## src/core/zcd_pkg.sv

```systemverilog
`default_nettype none
package zcd_pkg;

	// Register map, byte addresses on the plain register port
	localparam logic [7:0] ZCD_ADDR_CTRL   = 8'h00;
	localparam logic [7:0] ZCD_ADDR_FLAG   = 8'h04;
	localparam logic [7:0] ZCD_ADDR_IRQ_EN = 8'h08;

	// Control register field positions
	localparam int ZCD_CTRL_SW_EN   = 7;
	localparam int ZCD_CTRL_OUT     = 5;
	localparam int ZCD_CTRL_INVERT  = 4;
	localparam int ZCD_CTRL_RISE_EN = 1;
	localparam int ZCD_CTRL_FALL_EN = 0;

	// Flag register field positions
	localparam int ZCD_FLAG_CROSS   = 0;

	// Interrupt enable register field positions
	localparam int ZCD_IEN_CROSS    = 0;
	localparam int ZCD_IEN_PERIPH   = 1;
	localparam int ZCD_IEN_GLOBAL   = 2;

	localparam logic [7:0] ZCD_RDATA_ZERO = 8'h00;

	// Software-visible control fields
	typedef struct packed {
		logic software_detector_enable;
		logic output_invert;
		logic rise_irq_enable;
		logic fall_irq_enable;
	} zcd_ctrl_t;

	// Processor-side interrupt gating
	typedef struct packed {
		logic crossing_irq_enable;
		logic periph_irq_enable;
		logic global_irq_enable;
	} zcd_irq_en_t;

	localparam zcd_ctrl_t   ZCD_CTRL_RESET   = '{1'b0, 1'b0, 1'b0, 1'b0};
	localparam zcd_irq_en_t ZCD_IRQ_EN_RESET = '{1'b0, 1'b0, 1'b0};

endpackage
`default_nettype wire

```

## src/core/zcd_logic.sv

```systemverilog
`timescale 1ns/10ps
`default_nettype none
// How it works
// Logic output is high while pin sinks, low while it sources; readable status.
// Raw input is the analog sink-active decision, pin above crossing reference.
// Output invert setting one flips the logic output polarity.
// Edge detectors watch the output after inversion.
// Separate rising and falling edge detectors on the logic output.
// Flag sets on rising edge with rise enable, or falling with fall enable.
// Processor request needs flag, crossing, peripheral and global enables all set.
// Writing a new invert value can set the flag even with detector disabled.
// Software clears the crossing flag; hardware never clears it.
// Edge in the clearing cycle wins; flag stays set.
// Logic output offered to gated and period timers as gate, clock, reset.
// Fuse cleared means always enabled; fuse set means software enable decides.
// Current drive and interrupt logic keep running in sleep.
// Raw decision passes a two-flop synchroniser before inversion and edges.
module zcd_logic
	import zcd_pkg::*;
(
	// Clock and reset
	input  wire logic       clk_sys_i,
	input  wire logic       rst_n_i,
	// Register port
	input  wire logic [7:0] reg_addr_i,
	input  wire logic [7:0] reg_wdata_i,
	input  wire logic       reg_write_i,
	input  wire logic       reg_read_i,
	output logic      [7:0] reg_rdata_o,
	// Analog front end and configuration
	input  wire logic       sink_active_i,
	input  wire logic       detector_fuse_i,
	input  wire logic       sleep_i,
	output logic            pin_drive_enable_o,
	// Logic output to timers and interrupt request
	output logic            crossing_out_o,
	output logic            irq_o
);

	logic        sync1_q;
	logic        sync2_q;
	logic        fuse1_q;
	logic        fuse2_q;
	zcd_ctrl_t   ctrl_q;
	zcd_irq_en_t ien_q;
	logic        flag_q;
	logic        flag_d;
	logic        out_q;
	logic        out_d;
	logic        enabled;
	logic        rise_hit;
	logic        fall_hit;
	logic        wr_ctrl;
	logic        wr_flag;
	logic        wr_ien;

	// Exact match, so no register shows up at an alias address
	function automatic logic addr_is(input logic [7:0] addr, input logic [7:0] target);
		addr_is = (addr == target);
	endfunction

	// Sleep has no effect: drive and interrupts stay live
	logic        unused_sleep;
	assign unused_sleep = sleep_i;

	always_ff @(posedge clk_sys_i or negedge rst_n_i) begin
		if (!rst_n_i) begin
			sync1_q <= 1'b0;
			sync2_q <= 1'b0;
		end else begin
			sync1_q <= sink_active_i;
			sync2_q <= sync1_q;
		end
	end

	// Fuse is a static strap but still crosses in cleanly
	always_ff @(posedge clk_sys_i or negedge rst_n_i) begin
		if (!rst_n_i) begin
			fuse1_q <= 1'b0;
			fuse2_q <= 1'b0;
		end else begin
			fuse1_q <= detector_fuse_i;
			fuse2_q <= fuse1_q;
		end
	end

	assign enabled = !fuse2_q || ctrl_q.software_detector_enable;

	// Disabled detector reads as sourcing, so an invert write still flips the output
	assign out_d = (enabled & sync2_q) ^ ctrl_q.output_invert;

	assign rise_hit = out_d & ~out_q;
	assign fall_hit = ~out_d & out_q;

	assign wr_ctrl = reg_write_i && addr_is(reg_addr_i, ZCD_ADDR_CTRL);
	assign wr_flag = reg_write_i && addr_is(reg_addr_i, ZCD_ADDR_FLAG);
	assign wr_ien  = reg_write_i && addr_is(reg_addr_i, ZCD_ADDR_IRQ_EN);

	always_ff @(posedge clk_sys_i or negedge rst_n_i) begin
		if (!rst_n_i) begin
			ctrl_q <= ZCD_CTRL_RESET;
		end else if (wr_ctrl) begin
			ctrl_q.software_detector_enable <= reg_wdata_i[ZCD_CTRL_SW_EN];
			ctrl_q.output_invert            <= reg_wdata_i[ZCD_CTRL_INVERT];
			ctrl_q.rise_irq_enable          <= reg_wdata_i[ZCD_CTRL_RISE_EN];
			ctrl_q.fall_irq_enable          <= reg_wdata_i[ZCD_CTRL_FALL_EN];
		end
	end

	always_ff @(posedge clk_sys_i or negedge rst_n_i) begin
		if (!rst_n_i) begin
			ien_q <= ZCD_IRQ_EN_RESET;
		end else if (wr_ien) begin
			ien_q.crossing_irq_enable <= reg_wdata_i[ZCD_IEN_CROSS];
			ien_q.periph_irq_enable   <= reg_wdata_i[ZCD_IEN_PERIPH];
			ien_q.global_irq_enable   <= reg_wdata_i[ZCD_IEN_GLOBAL];
		end
	end

	always_ff @(posedge clk_sys_i or negedge rst_n_i) begin
		if (!rst_n_i) begin
			out_q <= 1'b0;
		end else begin
			out_q <= out_d;
		end
	end

	// Clear is write-one; a set in the same cycle takes priority
	always_comb begin
		flag_d = flag_q;
		if (wr_flag && reg_wdata_i[ZCD_FLAG_CROSS]) begin
			flag_d = 1'b0;
		end
		if ((rise_hit && ctrl_q.rise_irq_enable) || (fall_hit && ctrl_q.fall_irq_enable)) begin
			flag_d = 1'b1;
		end
	end

	always_ff @(posedge clk_sys_i or negedge rst_n_i) begin
		if (!rst_n_i) begin
			flag_q <= 1'b0;
		end else begin
			flag_q <= flag_d;
		end
	end

	always_ff @(posedge clk_sys_i or negedge rst_n_i) begin
		if (!rst_n_i) begin
			irq_o <= 1'b0;
		end else begin
			irq_o <= flag_q && ien_q.crossing_irq_enable
				&& ien_q.periph_irq_enable && ien_q.global_irq_enable;
		end
	end

	always_ff @(posedge clk_sys_i or negedge rst_n_i) begin
		if (!rst_n_i) begin
			pin_drive_enable_o <= 1'b0;
		end else begin
			pin_drive_enable_o <= enabled;
		end
	end

	assign crossing_out_o = out_q;

	// Read data lands one cycle after the strobe; unmapped reads as zero
	always_ff @(posedge clk_sys_i or negedge rst_n_i) begin
		if (!rst_n_i) begin
			reg_rdata_o <= ZCD_RDATA_ZERO;
		end else begin
			reg_rdata_o <= ZCD_RDATA_ZERO;
			if (reg_read_i) begin
				if (addr_is(reg_addr_i, ZCD_ADDR_CTRL)) begin
					reg_rdata_o[ZCD_CTRL_SW_EN]   <= ctrl_q.software_detector_enable;
					reg_rdata_o[ZCD_CTRL_OUT]     <= out_q;
					reg_rdata_o[ZCD_CTRL_INVERT]  <= ctrl_q.output_invert;
					reg_rdata_o[ZCD_CTRL_RISE_EN] <= ctrl_q.rise_irq_enable;
					reg_rdata_o[ZCD_CTRL_FALL_EN] <= ctrl_q.fall_irq_enable;
				end else if (addr_is(reg_addr_i, ZCD_ADDR_FLAG)) begin
					reg_rdata_o[ZCD_FLAG_CROSS] <= flag_q;
				end else if (addr_is(reg_addr_i, ZCD_ADDR_IRQ_EN)) begin
					reg_rdata_o[ZCD_IEN_CROSS]  <= ien_q.crossing_irq_enable;
					reg_rdata_o[ZCD_IEN_PERIPH] <= ien_q.periph_irq_enable;
					reg_rdata_o[ZCD_IEN_GLOBAL] <= ien_q.global_irq_enable;
				end
			end
		end
	end

endmodule // zcd_logic
`default_nettype wire

```

## config.mk

```make
export PLATFORM = sky130hd
export DESIGN_NAME = zcd_logic
export DESIGN_NICKNAME = d
export VERILOG_FILES = /design/src/core/zcd_pkg.sv /design/src/core/zcd_logic.sv
export SDC_FILE = /design/constraint.sdc
export NUM_CORES = 1
export LEC_CHECK = 0
export CAP_MARGIN = 5
export CORE_MARGIN = 3
export CORE_UTILIZATION = 52
export DETAILED_ROUTE_END_ITERATION = 7
export DONT_BUFFER_PORTS = 1
export PLACE_DENSITY = 0.74
export SLEW_MARGIN = 40
export SYNTH_ARGS = -nofsm -noshare
export SYNTH_HDL_FRONTEND = slang
export SYNTH_SLANG_ARGS = --single-unit
```

## constraint.sdc

```tcl
create_clock -name clk_sys_i -period 1.15 [get_ports clk_sys_i]
set_input_delay 0.1725 -clock clk_sys_i [delete_from_list [all_inputs] [get_ports clk_sys_i]]
set_output_delay 0.1725 -clock clk_sys_i [all_outputs]
set_load 0.005 [all_outputs]
```

==> impl_metrics.tcl <==
set metrics [dict create \
    outcome "complete, but fails checks" \
    violations "setup timing" \
    synth_edf_count 0 \
    synth_seq_cells 21 \
    antenna_cells 0 \
    drive_gt1_share_pct 32.9 \
    setup_violations 1 \
    dp_hpwl_um 1050 \
    pre_cts_slack_ns -0.319 \
    drv_slew 0 \
    cp_cell_sequence "nand2b_4 -> nand2_4 -> xnor2_2 -> a311o_1" \
    areaGrowthSynthToFinish_pct 20.4 \
    finalHoldWorstSlack_ns 0.0141 \
    die_w_um 46.3 \
    async_flop_share_pct 100 \
    synthDominantCellAreaShare_pct 62.1 \
    cts-root-buf "clkbuf_4" \
    drv_cap 0 \
    clock_latency_ns 0.30 \
    crit_path_top_delay_cell "dfrtp_1" \
    crit_path_end_kind "flop" \
    synthTopCellsByArea "dfrtp_1, mux2_2, mux2i_1" \
    num_vias 536 \
    post-route-drc-count 0 \
    core_area_mm2 0.00142 \
    fmax_ghz 0.867 \
    die_y_um 46.3 \
    path_class "reg -> reg" \
    dieArea_mm2 0.00215 \
    cp_data_required_time_ns 1.34 \
    first_pass_iters 4 \
    pin_count 34 \
    critPathMaxStageDelay_ns 0.38 \
    layout.nets 103 \
    io_buffers 0 \
    antenna_found_initial 0 \
    clock_sinks 21 \
    hold_viol_final 0 \
    yosysTopAreaCell "dfrtp_1" \
    critPathLaunchType "flop" \
    cts_tree "built" \
    fin_skew_ns 0.00389 \
    grt_pass1_wl_um 2140 \
    multiInputGateArea_um2 327 \
    setup_tns_ns -0.00303 \
    peakVddDrop_v 0.000796 \
    rows 13 \
    gr-usage-all-layers_pct 14.8 \
    grt_max_degree 22 \
    wl_um 1410 \
    seq_area_um2 526 \
    finalPower_mw 1.22 \
    path_max_fanout 3 \
    finalWorstSetupSlack_ns -0.00303 \
    first_iter_violations 5 \
    min_path_type "in -> reg" \
    initial_core_util_pct 59.8 \
    rsz0062_at_grt "true" \
    cts_inserted_buffers 3 \
    yosysMostFrequentCell "dfrtp_1" \
    critPathArrivalTime_ns 1.34 \
    fin_util_pct 72.0 \
    cts.path.max_buffers 2 \
    htreeDepth 1 \
    clkTransAtPathRegs_ns 0.11 \
    gp_congestion 0.706 \
    syn_area_um2 846 \
    grt_pass1_vias 538 \
    synth_common_cells "dfrtp_1, mux2_2, nand2_1" \
    yosysSeqAreaShare_pct 62.1 \
    synth_cell_types 24 \
    ant_nets 0 \
    powerDensity_mw_per_mm2 1200 \
    reg2reg_setup_slack_ns -0.003 \
    period_needed_ns 1.15 \
    fillCellCount 95 \
    synthCells 63 \
    fin_crit_sh_pct 100 \
    leakagePower_nw 0.499 \
    gr-total-overflow 0 \
    wire_per_inst_um 15.0 \
    ys_dominant_reg_cell "dfrtp_1" \
    ys_warn_count 0 \
    vias_per_cell 5.70 \
    syn_avg_cell_area_um2 13.4 \
]
[cells by family after synthesis]
logic type      synth area share [%]
compound gates                  2.96
xor+xnor                        1.04
simple gates                    19.1
mux                             11.7
other cells                    0.443
buf+inv                         2.66
flops                           62.1
[flip-flops by register name, indices dropped and copies added (netlist names)]
| signal | cells |
|---|---|
| flag_q | 1 |
| irq_o | 1 |
| sync2_q | 1 |
| fuse2_q | 1 |
| pin_drive_enable_o | 1 |
| sync1_q | 1 |
| reg_rdata_o | 6 |
| fuse1_q | 1 |
| crossing_out_o | 1 |
| ctrl_q | 4 |
| ien_q | 3 |
[cells in the final DEF (no fill, tap or decap), types with 2 or more instances in the layout]
cell type / netlist / routed
mux2i_1: 2 / 2
dlygate4sd3_1: 0 / 7
and3_1: 3 / 3
nor2b_1: 3 / 3
inv_1: 2 / 2
nand2_1: 5 / 3
dfrtp_1: 21 / 21
conb_1: 1 / 2
clkbuf_4: 0 / 3
buf_4: 2 / 5
mux2_2: 7 / 7
nor2_1: 3 / 3
[per-layer routing]
layer,GRT usage [%],share of wire (%),vias up
li1,-,-,252
met1,14.8,35,250
met2,25.0,51,29
met3,4.30,11,5
met4,11.9,3.0,0
met5,0,0,-
[path summary, 6_finish.rpt]
kind	start	endpoint	cells after the start
min in group asynchronous	rst_n_i	pin_drive_enable_o$_DFF_PN0_	2
hold / removal	reg_wdata_i[2]	ien_q[0]$_DFFE_PN0P_	1
max in group asynchronous	rst_n_i	sync2_q$_DFF_PN0_	2
setup / recovery	ctrl_q[3]$_DFFE_PN0P_	flag_q$_DFFE_PN0P_	4
hold reg to reg	fuse1_q$_DFF_PN0_	fuse2_q$_DFF_PN0_	0
setup reg to reg	ctrl_q[3]$_DFFE_PN0P_	flag_q$_DFFE_PN0P_	4
[per-stage QoR]
step	cells	instance area, um^2
floorplan	64	852
global placement	80	878
detailed placement	80	878
CTS	90	988
global route	94	1020
finish	94	1020
[area by class of cell]
cell class | count | area share [%]
repair buffers | 13 | 11.1
well taps | 15 | 1.84
multi-input cells | 39 | 32.1
clock inverters | 1 | 0.491
inverters | 2 | 0.737
flip-flops and latches | 21 | 51.6
clock buffers | 3 | 2.21
[where the power goes]
part / switching, mW / internal (mW) / leakage (nW) / total (mW)
Clock: 0.206 / 0.130 / 0.0177 / 0.336
Sequential: 0.0211 / 0.764 / 0.274 / 0.785
Combinational: 0.0410 / 0.0558 / 0.207 / 0.0968
Total: 0.268 / 0.949 / 0.499 / 1.22
[worst max-delay path, delay by kind of cell (launching register included)]
family | cells | cell delay (ns)
AO/OA/AOI/OAI | 1 | 0.32
XOR/XNOR | 1 | 0.14
flip-flops | 1 | 0.38
AND/OR/NAND/NOR | 2 | 0.21
[what timing repair did]
item                                    in CTS  in global routing
buffers inserted                             0                  2
endpoints found under the hold margin       26                 22
resized for setup                            4                  0
hold buffers                                 6                  2
cloned                                       0                  0
endpoints found under the setup margin       1                  4
pin swaps                                    2                  0
No activity file was read; power rests on OpenSTA's default activity.
